`src/shared/itbs_pkg.sv`:
```
// Summary of operation
// - channel clear writes 120 space codes
// - clear only to permitted tracks and buffers
// - probe examines search result store, branches
// - found: plus state, next from address register
// - busy: next from first field, no wait
// - not found: minus state, second field
// - ignore found: zero state, third field
// - plugboard probe waits, exits on result
// - test demand to unit middle digit
// - ready to second field, else third
// - low character picks control line condition
// - condition present: switch if high digit 1
// - condition absent: no switch, next register
// - demand instruction sends demand-in, waits reply
// - demand-out: switch if 1, send control, next
// - special-out with 0: no switch, no control
// - special-out with 1: switch if high digit 1, send; third field
// - plugboard codes suspend, hold word, start step
// - next-instruction resumes, starts sub-instructions
// - selector decodes into zero to three sub-instructions
package itbs_pkg;
	localparam int ADDR_W = 12;
	localparam int CHAN_CHARS = 120;
	localparam logic [6:0] OP_CLEAR = 7'h21;
	localparam logic [6:0] OP_PROBE = 7'h1B;
	localparam logic [6:0] OP_TEST_DEMAND = 7'h22;
	localparam logic [6:0] OP_TEST_CTRL = 7'h27;
	localparam logic [6:0] OP_DEMAND = 7'h2D;
	localparam logic [6:0] OP_PB_LOW = 7'h33;
	localparam logic [6:0] OP_PB_HIGH = 7'h62;
	localparam logic [3:0] DIGIT_ONE = 4'h1;
	localparam logic [3:0] DIGIT_ZERO = 4'h0;
	localparam logic [2:0] DST_IO_TRACK = 3'h0;
	localparam logic [2:0] DST_FACTOR = 3'h1;
	localparam logic [2:0] DST_INTERMED = 3'h2;
	localparam logic [2:0] DST_BULK_BUF = 3'h3;
	localparam logic [2:0] DST_BLOCK_BUF = 3'h4;
	localparam logic [7:0] SPACE_CODE = 8'h00;
	localparam logic [6:0] CHAR_LAST = 7'h77;
	localparam logic [5:0] WB_CTRL = 6'h00;
	localparam logic [5:0] WB_STATUS = 6'h04;
	localparam logic [5:0] WB_NEXT = 6'h08;
	localparam logic [5:0] WB_TARGET = 6'h0C;
	localparam logic [5:0] WB_SUBS = 6'h10;
	typedef enum logic [1:0]
	{
		RES_NONE = 2'b00,
		RES_PLUS = 2'b01,
		RES_MINUS = 2'b10,
		RES_ZERO = 2'b11
	} itbs_res_type;
	typedef enum logic [2:0]
	{
		ST_IDLE = 3'b000,
		ST_CLEAR = 3'b001,
		ST_DEMAND = 3'b010,
		ST_PLUGBOARD = 3'b011,
		ST_PB_PROBE = 3'b100,
		ST_DONE = 3'b101
	} itbs_state_type;
endpackage

```
`src/itbs_sequencer.sv`:
```
`timescale 1ns/1ns
`default_nettype none
module itbs_sequencer
(
	// clock and reset
	input wire logic clk_i,
	input wire logic rst_i,
	// wishbone slave
	input wire logic cyc_i,
	input wire logic stb_i,
	input wire logic we_i,
	input wire logic [5:0] adr_i,
	input wire logic [3:0] sel_i,
	input wire logic [31:0] dat_i,
	output logic [31:0] dat_o,
	output logic ack_o,
	// instruction word
	input wire logic word_valid_i,
	input wire logic [6:0] op_i,
	input wire logic [3:0] u_high_i,
	input wire logic [3:0] u_mid_i,
	input wire logic [3:0] u_low_i,
	input wire logic [1:0] u_line_sel_i,
	input wire logic [itbs_pkg::ADDR_W-1:0] u_addr_i,
	input wire logic [itbs_pkg::ADDR_W-1:0] v_addr_i,
	input wire logic [itbs_pkg::ADDR_W-1:0] w_addr_i,
	input wire logic [2:0] w_dest_i,
	input wire logic [3:0] sub_sel_i,
	input wire logic pb_form_i,
	// channel search
	input wire logic search_done_i,
	input wire itbs_pkg::itbs_res_type search_res_i,
	input wire logic search_busy_i,
	// i/o units
	input wire logic unit_ready_i,
	input wire logic demand_out_i,
	input wire logic special_out_i,
	input wire logic [3:0] hs_lines_i,
	output logic demand_test_o,
	output logic demand_in_o,
	output logic [3:0] unit_sel_o,
	output logic track_switch_o,
	output logic ctrl_send_o,
	output logic [itbs_pkg::ADDR_W-1:0] ctrl_info_o,
	// clear write port
	output logic clr_we_o,
	output logic [2:0] clr_dest_o,
	output logic [6:0] clr_pos_o,
	output logic [7:0] clr_data_o,
	// plugboard
	input wire logic pb_next_i,
	output logic pb_start_o,
	output logic [6:0] pb_step_o,
	output logic [itbs_pkg::ADDR_W-1:0] pb_u_o,
	output logic [itbs_pkg::ADDR_W-1:0] pb_v_o,
	output logic [itbs_pkg::ADDR_W-1:0] pb_w_o,
	output logic pb_minus_o,
	output logic pb_zero_o,
	output logic pb_plus_o,
	// flow
	output logic busy_o,
	output logic branch_o,
	output logic [itbs_pkg::ADDR_W-1:0] target_o,
	output logic [2:0] subs_o
);
	import itbs_pkg::*;

	itbs_state_type state_reg;
	itbs_res_type result_reg;
	logic [ADDR_W-1:0] next_addr_reg;
	logic [3:0] hs_store_reg;
	logic [6:0] clr_cnt_reg;
	logic [6:0] op_reg;
	logic [3:0] high_reg;
	logic [3:0] mid_reg;
	logic [3:0] low_reg;
	logic [ADDR_W-1:0] v_reg;
	logic [ADDR_W-1:0] w_reg;
	logic [3:0] sub_reg;
	logic enable_reg;
	logic word_take;
	itbs_res_type res_now;

	function automatic logic [2:0] sub_decode(input logic [3:0] s);
		case (s)
			4'h0: sub_decode = 3'h0;
			4'h1: sub_decode = 3'h1;
			4'h2: sub_decode = 3'h2;
			4'h3: sub_decode = 3'h4;
			4'h4: sub_decode = 3'h3;
			4'h5: sub_decode = 3'h5;
			4'h6: sub_decode = 3'h6;
			4'h7: sub_decode = 3'h7;
			default: sub_decode = 3'h0;
		endcase
	endfunction

	function automatic logic dest_ok(input logic [2:0] d);
		dest_ok = (d == DST_IO_TRACK) || (d == DST_FACTOR) || (d == DST_INTERMED)
			|| (d == DST_BULK_BUF) || (d == DST_BLOCK_BUF);
	endfunction

	assign word_take = word_valid_i && enable_reg && (state_reg == ST_IDLE);
	// a search that completes in this cycle already decides the sub-step exit
	assign res_now = search_done_i ? search_res_i : result_reg;

	// wishbone slave, one registered ack per request, one wait state
	always_ff @(posedge clk_i)
	begin
		if (rst_i)
			ack_o <= 1'b0;
		else
			ack_o <= cyc_i && stb_i && !ack_o;
	end

	always_ff @(posedge clk_i)
	begin
		if (rst_i)
		begin
			enable_reg <= 1'b1;
			next_addr_reg <= '0;
		end
		// write commits at the edge where the master samples ack high
		else if (cyc_i && stb_i && we_i && ack_o)
		begin
			if (adr_i == WB_CTRL && sel_i[0])
				enable_reg <= dat_i[0];
			if (adr_i == WB_NEXT && sel_i[0] && sel_i[1])
				next_addr_reg <= dat_i[ADDR_W-1:0];
		end
	end

	always_ff @(posedge clk_i)
	begin
		if (rst_i)
			dat_o <= '0;
		else if (cyc_i && stb_i && !ack_o)
		begin
			case (adr_i)
				WB_CTRL: dat_o <= {31'h0, enable_reg};
				WB_STATUS: dat_o <= {23'h0, hs_store_reg, state_reg, result_reg};
				WB_NEXT: dat_o <= {20'h0, next_addr_reg};
				WB_TARGET: dat_o <= {20'h0, target_o};
				WB_SUBS: dat_o <= {29'h0, subs_o};
				default: dat_o <= '0;
			endcase
		end
	end

	// result store keeps its state until a new search completes
	always_ff @(posedge clk_i)
	begin
		if (rst_i)
			result_reg <= RES_NONE;
		else if (search_done_i)
			result_reg <= search_res_i;
	end

	// high-speed control line store, set wins over test clear
	always_ff @(posedge clk_i)
	begin
		if (rst_i)
			hs_store_reg <= '0;
		else if (state_reg == ST_DEMAND && special_out_i)
			hs_store_reg <= hs_store_reg | hs_lines_i;
		else if (word_take && op_i == OP_TEST_CTRL)
			hs_store_reg <= (hs_store_reg & ~(4'h1 << u_line_sel_i)) | hs_lines_i;
		else
			hs_store_reg <= hs_store_reg | hs_lines_i;
	end

	always_ff @(posedge clk_i)
	begin
		if (rst_i)
		begin
			op_reg <= '0;
			high_reg <= '0;
			mid_reg <= '0;
			low_reg <= '0;
			v_reg <= '0;
			w_reg <= '0;
			sub_reg <= '0;
			pb_u_o <= '0;
		end
		else if (word_take)
		begin
			op_reg <= op_i;
			high_reg <= u_high_i;
			mid_reg <= u_mid_i;
			low_reg <= u_low_i;
			v_reg <= v_addr_i;
			w_reg <= w_addr_i;
			sub_reg <= sub_sel_i;
			pb_u_o <= u_addr_i;
		end
	end
	assign pb_v_o = v_reg;
	assign pb_w_o = w_reg;

	always_ff @(posedge clk_i)
	begin
		if (rst_i)
		begin
			state_reg <= ST_IDLE;
			clr_cnt_reg <= '0;
			clr_we_o <= 1'b0;
			clr_dest_o <= '0;
			demand_test_o <= 1'b0;
			demand_in_o <= 1'b0;
			unit_sel_o <= '0;
			track_switch_o <= 1'b0;
			ctrl_send_o <= 1'b0;
			ctrl_info_o <= '0;
			pb_start_o <= 1'b0;
			pb_step_o <= '0;
			pb_minus_o <= 1'b0;
			pb_zero_o <= 1'b0;
			pb_plus_o <= 1'b0;
			branch_o <= 1'b0;
			target_o <= '0;
			subs_o <= '0;
		end
		else
		begin
			demand_test_o <= 1'b0;
			track_switch_o <= 1'b0;
			ctrl_send_o <= 1'b0;
			pb_start_o <= 1'b0;
			pb_minus_o <= 1'b0;
			pb_zero_o <= 1'b0;
			pb_plus_o <= 1'b0;
			branch_o <= 1'b0;
			clr_we_o <= 1'b0;
			case (state_reg)
				ST_IDLE:
				begin
					if (word_take)
					begin
						unit_sel_o <= u_mid_i;
						if (op_i == OP_CLEAR && dest_ok(w_dest_i))
						begin
							clr_dest_o <= w_dest_i;
							clr_cnt_reg <= '0;
							clr_we_o <= 1'b1;
							state_reg <= ST_CLEAR;
						end
						else if (op_i == OP_CLEAR)
							state_reg <= ST_DONE;
						else if (op_i == OP_PROBE && pb_form_i)
							state_reg <= ST_PB_PROBE;
						else if (op_i == OP_PROBE)
						begin
							branch_o <= 1'b1;
							if (search_busy_i)
								target_o <= u_addr_i;
							else if (result_reg == RES_MINUS)
								target_o <= v_addr_i;
							else if (result_reg == RES_ZERO)
								target_o <= w_addr_i;
							else
								target_o <= next_addr_reg;
							subs_o <= sub_decode(sub_sel_i);
						end
						else if (op_i == OP_TEST_DEMAND)
						begin
							demand_test_o <= 1'b1;
							branch_o <= 1'b1;
							target_o <= unit_ready_i ? v_addr_i : w_addr_i;
							subs_o <= sub_decode(sub_sel_i);
						end
						else if (op_i == OP_TEST_CTRL)
						begin
							branch_o <= 1'b1;
							if (hs_store_reg[u_line_sel_i])
							begin
								track_switch_o <= (u_high_i == DIGIT_ONE);
								target_o <= w_addr_i;
							end
							else
								target_o <= next_addr_reg;
							subs_o <= sub_decode(sub_sel_i);
						end
						else if (op_i == OP_DEMAND)
						begin
							demand_in_o <= 1'b1;
							state_reg <= ST_DEMAND;
						end
						else if (op_i >= OP_PB_LOW && op_i <= OP_PB_HIGH)
						begin
							pb_start_o <= 1'b1;
							pb_step_o <= op_i;
							state_reg <= ST_PLUGBOARD;
						end
					end
				end
				ST_CLEAR:
				begin
					if (clr_cnt_reg == CHAR_LAST)
						state_reg <= ST_DONE;
					else
					begin
						clr_cnt_reg <= clr_cnt_reg + 7'h01;
						clr_we_o <= 1'b1;
					end
				end
				ST_DEMAND:
				begin
					if (demand_out_i)
					begin
						demand_in_o <= 1'b0;
						track_switch_o <= (high_reg == DIGIT_ONE);
						ctrl_send_o <= 1'b1;
						ctrl_info_o <= v_reg;
						branch_o <= 1'b1;
						target_o <= next_addr_reg;
						subs_o <= sub_decode(sub_reg);
						state_reg <= ST_IDLE;
					end
					else if (special_out_i)
					begin
						demand_in_o <= 1'b0;
						if (low_reg == DIGIT_ONE)
						begin
							track_switch_o <= (high_reg == DIGIT_ONE);
							ctrl_send_o <= 1'b1;
							ctrl_info_o <= v_reg;
						end
						branch_o <= 1'b1;
						target_o <= w_reg;
						subs_o <= sub_decode(sub_reg);
						state_reg <= ST_IDLE;
					end
				end
				ST_PLUGBOARD:
				begin
					if (pb_next_i)
					begin
						subs_o <= sub_decode(sub_reg);
						branch_o <= 1'b1;
						target_o <= next_addr_reg;
						state_reg <= ST_IDLE;
					end
				end
				ST_PB_PROBE:
				begin
					if (!search_busy_i)
					begin
						pb_minus_o <= (res_now == RES_MINUS);
						pb_zero_o <= (res_now == RES_ZERO);
						pb_plus_o <= (res_now == RES_PLUS) || (res_now == RES_NONE);
						state_reg <= ST_IDLE;
					end
				end
				ST_DONE:
				begin
					branch_o <= 1'b1;
					target_o <= next_addr_reg;
					subs_o <= sub_decode(sub_reg);
					state_reg <= ST_IDLE;
				end
				default: state_reg <= ST_IDLE;
			endcase
		end
	end

	assign clr_pos_o = clr_cnt_reg;
	assign clr_data_o = SPACE_CODE;
	assign busy_o = (state_reg != ST_IDLE);

	AST_CLEAR_LEN: assert property (@(posedge clk_i) disable iff (rst_i)
		$rose(clr_we_o) |-> clr_we_o [*8]) else $error("clear burst too short");
	AST_CLEAR_DEST: assert property (@(posedge clk_i) disable iff (rst_i)
		clr_we_o |-> dest_ok(clr_dest_o)) else $error("clear to bad destination");
	AST_PROBE_BUSY: assert property (@(posedge clk_i) disable iff (rst_i)
		word_take && op_i == OP_PROBE && !pb_form_i && search_busy_i |=> branch_o && target_o == $past(u_addr_i))
		else $error("busy probe wrong target");
	AST_PROBE_MINUS: assert property (@(posedge clk_i) disable iff (rst_i)
		word_take && op_i == OP_PROBE && !pb_form_i && !search_busy_i && result_reg == RES_MINUS
		|=> target_o == $past(v_addr_i)) else $error("minus probe wrong target");
	AST_TEST_READY: assert property (@(posedge clk_i) disable iff (rst_i)
		word_take && op_i == OP_TEST_DEMAND |=> demand_test_o && branch_o) else $error("test demand missing");
	AST_CTRL_ABSENT: assert property (@(posedge clk_i) disable iff (rst_i)
		word_take && op_i == OP_TEST_CTRL && !hs_store_reg[u_line_sel_i] |=> !track_switch_o)
		else $error("switch without condition");
	AST_SPECIAL_ZERO: assert property (@(posedge clk_i) disable iff (rst_i)
		state_reg == ST_DEMAND && !demand_out_i && special_out_i && low_reg == DIGIT_ZERO
		|=> !ctrl_send_o && !track_switch_o && target_o == $past(w_reg)) else $error("special out 0 misbehaved");
	AST_PB_HOLD: assert property (@(posedge clk_i) disable iff (rst_i)
		state_reg == ST_PLUGBOARD && !pb_next_i |=> state_reg == ST_PLUGBOARD && $stable(pb_step_o))
		else $error("plugboard left early");
	AST_RESULT_KEEP: assert property (@(posedge clk_i) disable iff (rst_i)
		!search_done_i |=> $stable(result_reg)) else $error("result store changed");
	COV_CLEAR: cover property (@(posedge clk_i) clr_we_o && clr_pos_o == CHAR_LAST);
	COV_DEMAND: cover property (@(posedge clk_i) state_reg == ST_DEMAND && special_out_i);
	COV_PB: cover property (@(posedge clk_i) state_reg == ST_PLUGBOARD && pb_next_i);
endmodule
`default_nettype wire

```
`config.mk`:
```
export PLATFORM = sky130hd
export DESIGN_NAME = itbs_sequencer
export DESIGN_NICKNAME = d
export VERILOG_FILES = /design/src/shared/itbs_pkg.sv /design/src/itbs_sequencer.sv
export SDC_FILE = /design/constraint.sdc
export NUM_CORES = 1
export LEC_CHECK = 0
export ABC_AREA = 0
export BUFFER_PORTS_ARGS = -buffer_cell sky130_fd_sc_hd__buf_2
export CAP_MARGIN = 5
export CELL_PAD_IN_SITES_DETAIL_PLACEMENT = 0
export CELL_PAD_IN_SITES_GLOBAL_PLACEMENT = 1
export CORE_ASPECT_RATIO = 1.5
export CORE_UTILIZATION = 39
export DETAILED_ROUTE_END_ITERATION = 8
export PLACE_DENSITY_LB_ADDON = 0.1
export SETUP_SLACK_MARGIN = 0.05
export SLEW_MARGIN = 25
export SYNTH_ARGS = -nofsm -noshare
export SYNTH_HDL_FRONTEND = slang
export SYNTH_SLANG_ARGS = --single-unit
```
`constraint.sdc`:
```
create_clock -name clk_i -period 3.89 [get_ports clk_i]
set_input_delay 0.389 -clock clk_i [delete_from_list [all_inputs] [get_ports clk_i]]
set_output_delay 0.389 -clock clk_i [all_outputs]
set_load 0.03 [all_outputs]
```
* Word-level counts from Yosys, hierarchy flattened
Memories as Yosys holds them, arrays and structs flattened. A register that Yosys moved wholly into a read port is not among the register bits. Cells that the tools add are included.
Storage, ports and cells: register bits after elaboration 161, bits in latches 0, memory bits (writable) 0, bits in read-only memories 168, bits of input ports 125, output and inout port bits 136, logic and storage cells 260, memories 7
Cells by class: add/subtract/negate cells 1, $mul 0, divide/modulo/power cells 0, $lt $le $gt $ge 3, equality and inequality tests 46, shift-type cells 1, multiplexer cells 113, bitwise logic cells 15, reductions and logical operators 44
Memory list:
- (no name shown) | depth 8, width 3, rd ports 1, clocked after memory_dff 0, wr ports 0, RTL line itbs_sequencer.sv:85 | case (s)
- (no name shown) | depth 8, width 3, rd ports 1, clocked after memory_dff 0, wr ports 0, RTL line itbs_sequencer.sv:85
- (no name shown) | depth 8, width 3, rd ports 1, clocked after memory_dff 0, wr ports 0, RTL line itbs_sequencer.sv:85
- (no name shown) | depth 8, width 3, rd ports 1, clocked after memory_dff 1, wr ports 0, RTL line itbs_sequencer.sv:85
- (no name shown) | depth 8, width 3, rd ports 1, clocked after memory_dff 1, wr ports 0, RTL line itbs_sequencer.sv:85
- (no name shown) | depth 8, width 3, rd ports 1, clocked after memory_dff 1, wr ports 0, RTL line itbs_sequencer.sv:85
- +1 memories
Operators by type and width (number):
- 2-to-1 mux 12 bit | 18
- 2-to-1 mux 3 bit | 39
- one-hot mux 12 bit (5 select lines) | 1
- one-hot mux 12 bit (4 select lines) | 1
- 2-to-1 mux 1 bit | 40
- equality test 7 x 6 -> 1 bit, second input constant | 4
- inequality test 2 bit, second input constant | 11
- 2-to-1 mux 7 bit | 3
- AND reduction 10 bit | 2
- one-hot mux 3 bit (5 select lines) | 1
- logical AND 1 bit | 14
- one-hot mux 7 bit (2 select lines) | 1
- equality test 3 x 2 -> 1 bit, second input constant | 4
- equality test 4 x 1 -> 1 bit, second input constant | 3
- equality test 6 x 4 -> 1 bit, second input constant | 2
- one-hot mux 3 bit (4 select lines) | 1
- inverter 1 bit | 11
- OR reduction 10 bit | 1
- equality test 3 bit, second input constant | 3
- AND reduction 9 bit | 1
- equality test 2 bit, second input constant | 4
- 2-to-1 mux 4 bit | 2
- OR 4 bit | 2
- AND reduction 8 bit | 1
- other kinds (38) | 53

* Longest topological paths before layout
Gate-level depths: netlist (run 1).
depth after elaboration 12, gate-level depth with buffers 8

* Worst setup path after synthesis (run 1)
OpenSTA, ideal clock, no wires.
kind input-to-reg, from input op_i[3], to register target_o[6] (netlist name), arrival time 2151 ps, data required time 3748 ps, slack 1596 ps, stages on the path 7, path buffers 2, cell sequence buf_2 > or4b_4 > a2111oi_4 > o22ai_1 > nor2_4 > buf_6 > a311oi_2
On the way: longest elaborated chain between the ends 8, elaborated cells between the ends (all ways) 18, classes of those cells 8 x eq/ne; 7 x mux; 3 x reduce/logical
RTL lines:
- start, declared | RTL line itbs_sequencer.sv:19 | input wire logic [6:0] op_i,
- equality test 7 x 6 -> 1 bit | RTL line itbs_sequencer.sv:264 | else if (op_i == OP_TEST_DEMAND)
- 2-to-1 mux 12 bit | RTL line itbs_sequencer.sv:264
- 2-to-1 mux 12 bit | RTL line itbs_sequencer.sv:251 | else if (op_i == OP_PROBE)
- 2-to-1 mux 12 bit | RTL line itbs_sequencer.sv:249 | else if (op_i == OP_PROBE && pb_form_i)
- 2-to-1 mux 12 bit | RTL line itbs_sequencer.sv:247 | else if (op_i == OP_CLEAR)
- 2-to-1 mux 12 bit | RTL line itbs_sequencer.sv:240 | if (op_i == OP_CLEAR && dest_ok(w_dest_i))
- 2-to-1 mux 12 bit | RTL line itbs_sequencer.sv:237 | if (word_take)
- one-hot mux 12 bit (4 select lines) | RTL line itbs_sequencer.sv:234 | case (state_reg)
- end signal, assigned | RTL line itbs_sequencer.sv:255 | target_o <= u_addr_i;
- end signal, assigned | RTL line itbs_sequencer.sv:257 | target_o <= v_addr_i;
- end signal, assigned | RTL line itbs_sequencer.sv:259 | target_o <= w_addr_i;
- end, declared | RTL line itbs_sequencer.sv:63 | output logic [itbs_pkg::ADDR_W-1:0] target_o,
Several ways; a longest one is shown, not always the timed one. The select of a mux whose other input is x is not followed. A chain may end at the register's enable or synchronous reset.

* Worst setup path in the final report (run 1)
from register state_reg[1], to register clr_cnt_reg[4] (netlist: clr_pos_o[4])
On the way: longest elaborated chain between the ends 4, elaborated cells between the ends (all ways) 9, classes of those cells 4 x eq/ne; 1 x mux; 4 x reduce/logical
RTL lines:
- start, declared | RTL line itbs_sequencer.sv:68 | itbs_state_type state_reg;
- start signal, assigned | RTL line itbs_sequencer.sv:204 | state_reg <= ST_IDLE;
- start signal, assigned | RTL line itbs_sequencer.sv:245 | state_reg <= ST_CLEAR;
- start signal, assigned | RTL line itbs_sequencer.sv:248 | state_reg <= ST_DONE;
- logical NOT 3 bit | RTL line itbs_sequencer.sv:103, itbs_sequencer.sv:234
- logical AND 1 bit | RTL line itbs_sequencer.sv:103 | assign word_take = word_valid_i && enable_reg && (state_reg == ST_IDLE);
- inequality test 2 bit (no source line)
- AND reduction 4 bit (no source line)
- end signal, assigned | RTL line itbs_sequencer.sv:302 | clr_cnt_reg <= clr_cnt_reg + 7'h01;
- end, declared | RTL line itbs_sequencer.sv:72 | logic [6:0] clr_cnt_reg;
Several ways; a longest one is shown, not always the timed one.

==> results of run 1 <==
-- cell families after synthesis --
kind of cell / Yosys count
simple gates: 308
compound gates: 198
flops: 144
buf+inv: 104
mux: 89
xor+xnor: 7
fa+ha+maj: 5
other cells: 1
-- stage by stage --
step | hold slack, ns | cells | total power, uW | cell area (um2)
detailed placement | 0.445 | 1267 | 3940 | 8430
CTS | 0.163 | 1299 | 5540 | 8990
global placement | 0.438 | 1267 | 3940 | 8430
finish | 0.178 | 1299 | 5500 | 8990
floorplan | 0.432 | 883 | 3340 | 7420
global route | 0.180 | 1299 | 5790 | 8990
-- power by group through the flow --
stage | sequential, uW | clock (uW) | combinational [uW]
finish | 1920 | 1590 | 1990
global route | 1950 | 1690 | 2140
CTS | 1920 | 1620 | 1990
detailed placement | 1960 | 0 | 1990
global placement | 1950 | 0 | 1980
floorplan | 2220 | 0 | 1130
-- layout make-up --
cell class              count  share of cell area
inverters                  12             0.00501
repair buffers            224               0.129
multi-input cells         635               0.448
clock inverters            15              0.0154
flip-flops and latches    144               0.321
well taps                 252              0.0351
clock buffers              17              0.0473
-- cells in the final DEF, fill, tap and decap left out, types with 10 or more instances in the layout --
cell type | Yosys | routed
nor3_1 | 24 | 23
inv_1 | 12 | 12
buf_2 | 7 | 209
buf_4 | 29 | 15
nor2_1 | 79 | 78
nand3_1 | 11 | 10
nand2_1 | 123 | 123
a211oi_1 | 27 | 27
conb_1 | 1 | 28
mux2_2 | 25 | 25
dfxtp_1 | 144 | 144
clkbuf_16 | 0 | 17
a22o_1 | 19 | 19
a21oi_1 | 89 | 89
or2_2 | 17 | 17
mux2i_1 | 63 | 63
-- worst register-to-register path, cell delays in order, from the launching register on --
cell and delay (ns):
dfxtp_1 0.47, nor3_2 0.47, nand3_2 0.44, nor3b_1 0.87, or2_2 0.33, nor2_1 0.07
-- per-layer routing --
layer | global-route usage | wire, um | part of all wire | vias up
met1 | 0.274 | 9370 | 0.38 | 3302
met5 | 0 | 23 | 0.00094 | -
li1 | - | - | - | 3353
met4 | 0.115 | 859 | 0.035 | 4
met2 | 0.471 | 13100 | 0.54 | 215
met3 | 0.0516 | 1120 | 0.046 | 43
-- how the worst max path moves through the flow --
stage	start	endpoint
6_report	state_reg[1]$_SDFFE_PP0P_	clr_pos_o[4]$_SDFFE_PP0P_
5_1_grt	state_reg[1]$_SDFFE_PP0P_	clr_pos_o[4]$_SDFFE_PP0P_
4_1_cts	state_reg[1]$_SDFFE_PP0P_	clr_pos_o[4]$_SDFFE_PP0P_
3_5_place_dp	state_reg[1]$_SDFFE_PP0P_	clr_pos_o[4]$_SDFFE_PP0P_
3_3_place_gp	state_reg[1]$_SDFFE_PP0P_	clr_pos_o[1]$_SDFFE_PP0P_
2_1_floorplan	op_i[3]	target_o[6]$_SDFFE_PP0P_
==> results.cfg, run 1 <==
[synth]
synthMuxAreaShare = 0.128
synthFlopType = dfxtp_1
ys_seq_area_frac = 0.394
synth_most_common_cell = dfxtp_1
synth_area_mm2 = 0.00732
synth_top_cell_by_area = dfxtp_1
syn-instance-count = 856
synth_top_family_by_area = simple AND/OR/NAND/NOR gates
ys_async_sr_fraction = 0
synth-xor-area-share = 0.00837
yosys.area_share.simple = 0.199
synthAdderAreaFrac = 0.00718
yosysWarnings = 0
synth.area.top_cells = dfxtp_1 (39%), mux2i_1 (8.6%), nand2_1 (6.3%), a21oi_1 (6.1%), nor2_1 (4.0%)
synth_seq_cells = 144
syn_avg_cell_area_um2 = 8.56
synth_compound_area_frac = 0.191
synth_top_area_share = 0.394
ys_types = 67
synth_commonest_cells = dfxtp_1 (144), nand2_1 (123), a21oi_1 (89), nor2_1 (79), mux2i_1 (63)
synth_edf_count = 0

[layout]
area_delta_synth_final_pct = 22.8
final_nets = 1160
final_core_util = 0.487
register_area_mm2 = 0.00288
antennaDiodeCount = 0
nFillCells = 1944
drive_gt1_frac = 0.310
multiInputGateArea_mm2 = 0.00403

[global_routing]
grt_start_max_net_pins = 61
grt_pass1_vias = 6459
grt_pass1_wl_um = 36600
overflow = 0
antenna_found_initial = 2
grt_usage = 0.254

[critical_path]
crit-reg2reg-launch = state_reg[1]$_SDFFE_PP0P_
crit_fanout = 14
cpMaxStageDelayCell = nor3b_1
path_cells = nor3_2 > nand3_2 > nor3b_1 > or2_2 > nor2_1
critPathArrivalTime_ns = 3.07
crit_required_ns = 4.21
slowest_delay_ns = 0.87
reg2reg_depth = 5
r2r-end = clr_pos_o[4]$_SDFFE_PP0P_
rrSetupSlack_ns = 1.14
cp_top_family = simple AND/OR/NAND/NOR gates
cp_num_buf_inv = 0
crit_path_end_kind = flip-flop
path_depth = 5
critPathKind = flip-flop to flip-flop
startpoint_type = flip-flop

[power_and_ir_drop]
peakVddDrop_v = 0.000315
power_switching_share = 0.422
power_switching_uw = 2320
intPower_uw = 3180
p_seq_frac = 0.349
power.leakage_uw = 0.00380
clockPowerShare = 0.289
p_per_area_mw_per_mm2 = 612
combinationalPowerShare = 0.362

[floorplan]
fp.dieH_um = 170
rows = 61
die_width_um = 114
die-area_mm2 = 0.0193
ioPinCount = 261
start_util = 0.396
fp.coreArea_mm2 = 0.0185

[place]
gp_congestion = 0.816
dp.final_hpwl_um = 17800
port_buffers = 210
place_ws_ns = 1.11

[clock_network]
postCtsSetupBuffers = 0
cts_root_buffer = clkbuf_16
numCtsBuffers = 17
htree_levels = 4
clk_latency_ns = 0.44
clkTransAtPathRegs_ns = 0.06
ctsResizeCount = 0
cts-hold-fix-buffers = 0
cts_max_path_buffers = 2
cts.sinks = 144
cts_tree = built

[min_path]
min_from = hs_lines_i[1]
hold_class = input port to flip-flop
whs_path_depth = 3
min_to = hs_store_reg[1]$_SDFF_PP0_

[timing]
layout_setup_ws_ns = 1.14
tightest_slew_ns = 0.891
rsz0062_at_grt = no
setup_viol = 0
max_clock_freq_ghz = 0.364
finalCriticalPeriod_ns = 2.75
slew_headroom = 0.405
finalSetupTns_ns = 0
fin_crit_sh = 0.706
fin_skew_ns = 0.00920
hold_viol_final = 0
maxSlewViolCount = 0

[detailed_routing]
vias = 6917
wl_per_cell_um = 18.8
vias_per_cell = 5.32
ant_nets = 0
first_pass_iters = 8
drt_wl_total_um = 24500
drc = 0
dr.first_iter.drc_count = 390

[outcome]
run_status = completed

[run]
cap_violations = 0
Note: power is estimated with default switching activity, not from simulation.
==> run 2, diff against run 1 <==
Settings changed: CORE_UTILIZATION 39 to 36.
Clock period 3.89 ns to 2.7 ns, I/O delays scaled along.
==> run 2 against run 1 <==
Compared with the run above: worst setup slack worse by 0.80 ns; sequential share of layout area down 0.77 points; die area up 8.2%; cell count up 2.0%; power up 49%; non-clock buffer count up 16; largest power group unchanged; highest routed layer is now met4.
==> results.cfg, run 2 (synthesis results as in run 1) <==
[timing]
maxSlewViolCount = 0
slew_headroom = 0.377
max_clock_freq_ghz = 0.425
fin_skew_ns = 0.00934
hold_viol_final = 0
rsz0062_at_grt = no
finalCriticalPeriod_ns = 2.36
fin_crit_sh = 0.872
finalSetupTns_ns = 0
whs_ns = 0.0590
setup_viol = 0
tightest_slew_ns = 0.927

[global_routing]
grt_pass1_wl_um = 38300
grt_pass1_vias = 6695
grt_start_max_net_pins = 64
antenna_found_initial = 2
overflow = 0
grt_usage = 0.240

[floorplan]
start_util = 0.369
fp.dieH_um = 177
fp.coreArea_mm2 = 0.0199
die_width_um = 118
die-area_mm2 = 0.0209
rows = 63
ioPinCount = 261

[place]
dp.cells = 1291
port_buffers = 210
dp.final_hpwl_um = 18800
place_area_mm2 = 0.00859
gp_congestion = 0.775

[clock_network]
htree_levels = 4
cts_root_buffer = clkbuf_16
clkTransAtPathRegs_ns = 0.07
postCtsSetupBuffers = 0
cts.sinks = 144
cts_max_path_buffers = 2
ctsResizeCount = 0
numCtsBuffers = 17
cts_tree = built
cts-hold-fix-buffers = 0
clk_latency_ns = 0.42

[detailed_routing]
ant_nets = 0
first_pass_iters = 5
vias_per_cell = 5.25
dr.first_iter.drc_count = 395
vias = 6962
drc = 0
drt_wl_total_um = 25100
wl_per_cell_um = 19.0

[critical_path]
crit_path_end_kind = flip-flop
cpMaxStageDelayCell = nor3_1
slowest_delay_ns = 0.75
r2r-end = target_o[1]$_SDFFE_PP0P_
crit_required_ns = 3.03
cp_num_buf_inv = 1
path_cells = nand2b_1 > nor3_1 > buf_4 > a22o_1 > a211oi_1 > a311oi_1
rrSetupSlack_ns = 0.34
reg2reg_depth = 6
startpoint_type = flip-flop
cp_top_family = simple AND/OR/NAND/NOR gates
crit_fanout = 11
crit-reg2reg-launch = state_reg[2]$_SDFFE_PP0P_
critPathKind = flip-flop to flip-flop
critPathArrivalTime_ns = 2.69

[layout]
final_nets = 1176
final_cells = 1325
drive_gt1_frac = 0.321
area_delta_synth_final_pct = 25.8
nFillCells = 2100
final_common_cell = buf_2
final_cell_mix = buf_2 (209), dfxtp_1 (144), nand2_1 (123), a21oi_1 (89), nor2_1 (78)
final_cell_area_mm2 = 0.00921

[power_and_ir_drop]
power.leakage_uw = 0.00392
fin_total_pwr_uw = 8210
p_per_area_mw_per_mm2 = 891
peakVddDrop_v = 0.000427

[min_path]
min_to = hs_store_reg[0]$_SDFF_PP0_
hold_class = input port to flip-flop
whs_path_depth = 3
min_from = hs_lines_i[0]

[run]
cap_violations = 0

[outcome]
run_status = completed
## run 2: cell count changes in the layout (fill, tap and decap cells not counted), sizes merged
| cell | previous run | this run |
|---|---|---|
| buf | 224 | 240 |
| bufinv | 0 | 2 |
| clkinv | 3 | 2 |
| clkinvlp | 2 | 1 |
| diode | 0 | 2 |
## run 2: power breakdown
| part | switching, uW | internal, uW | total, uW | leakage [uW] |
|---|---|---|---|---|
| clock network | 1060 | 1410 | 2480 | 0.000301 |
| registers | 294 | 2450 | 2750 | 0.00117 |
| logic | 1990 | 996 | 2980 | 0.00245 |
## run 2: worst reg2reg max path: stages (launching register included)
cell and delay (ns):
dfxtp_1 0.46, nand2b_1 0.30, nor3_1 0.75, buf_4 0.31, a22o_1 0.16, a211oi_1 0.05, a311oi_1 0.24
## run 2: cell type report
type / count / area (um2) / share of cell area
Tap cell: 260 / 325 / 0.0353
Clock inverter: 15 / 188 / 0.0204
Multi-Input combinational cell: 635 / 4030 / 0.437
Sequential cell: 144 / 2880 / 0.313
Timing Repair Buffer: 240 / 1320 / 0.143
Clock buffer: 17 / 425 / 0.0462
Inverter: 12 / 45.0 / 0.00489
Antenna cell: 2 / 5.00 / 0.000543
## run 2: how the worst max path moves through the flow
stage / end / start / slack, ns / depth (start not counted)
final: target_o[1]$_SDFFE_PP0P_ / state_reg[2]$_SDFFE_PP0P_ / 0.34 / 6
after global placement: target_o[10]$_SDFFE_PP0P_ / op_i[0] / 0.28 / 6
after floorplan: target_o[6]$_SDFFE_PP0P_ / op_i[3] / 0.53 / 7
after global routing: flip-flop / state_reg[2]$_SDFFE_PP0P_ / 0.14 / 7
after CTS: target_o[1]$_SDFFE_PP0P_ / state_reg[2]$_SDFFE_PP0P_ / 0.32 / 6
after detailed placement: subs_o[0]$_SDFFE_PP0P_ / op_i[0] / 0.28 / 6
## run 2: metrics by stage
stage	utilization	worst slack [ns]
after floorplan	-	0.525
after global placement	0.433	0.278
after detailed placement	0.433	0.276
after CTS	0.464	0.317
after global routing	0.464	0.142
final	0.464	0.345
## run 2: metal layers
| metal | GRT usage | part of all wire | vias up |
|---|---|---|---|
| li1 | - | - | 3385 |
| met1 | 0.262 | 0.39 | 3364 |
| met2 | 0.451 | 0.53 | 181 |
| met3 | 0.0438 | 0.040 | 32 |
| met4 | 0.104 | 0.034 | 0 |
| met5 | 0 | 0 | - |
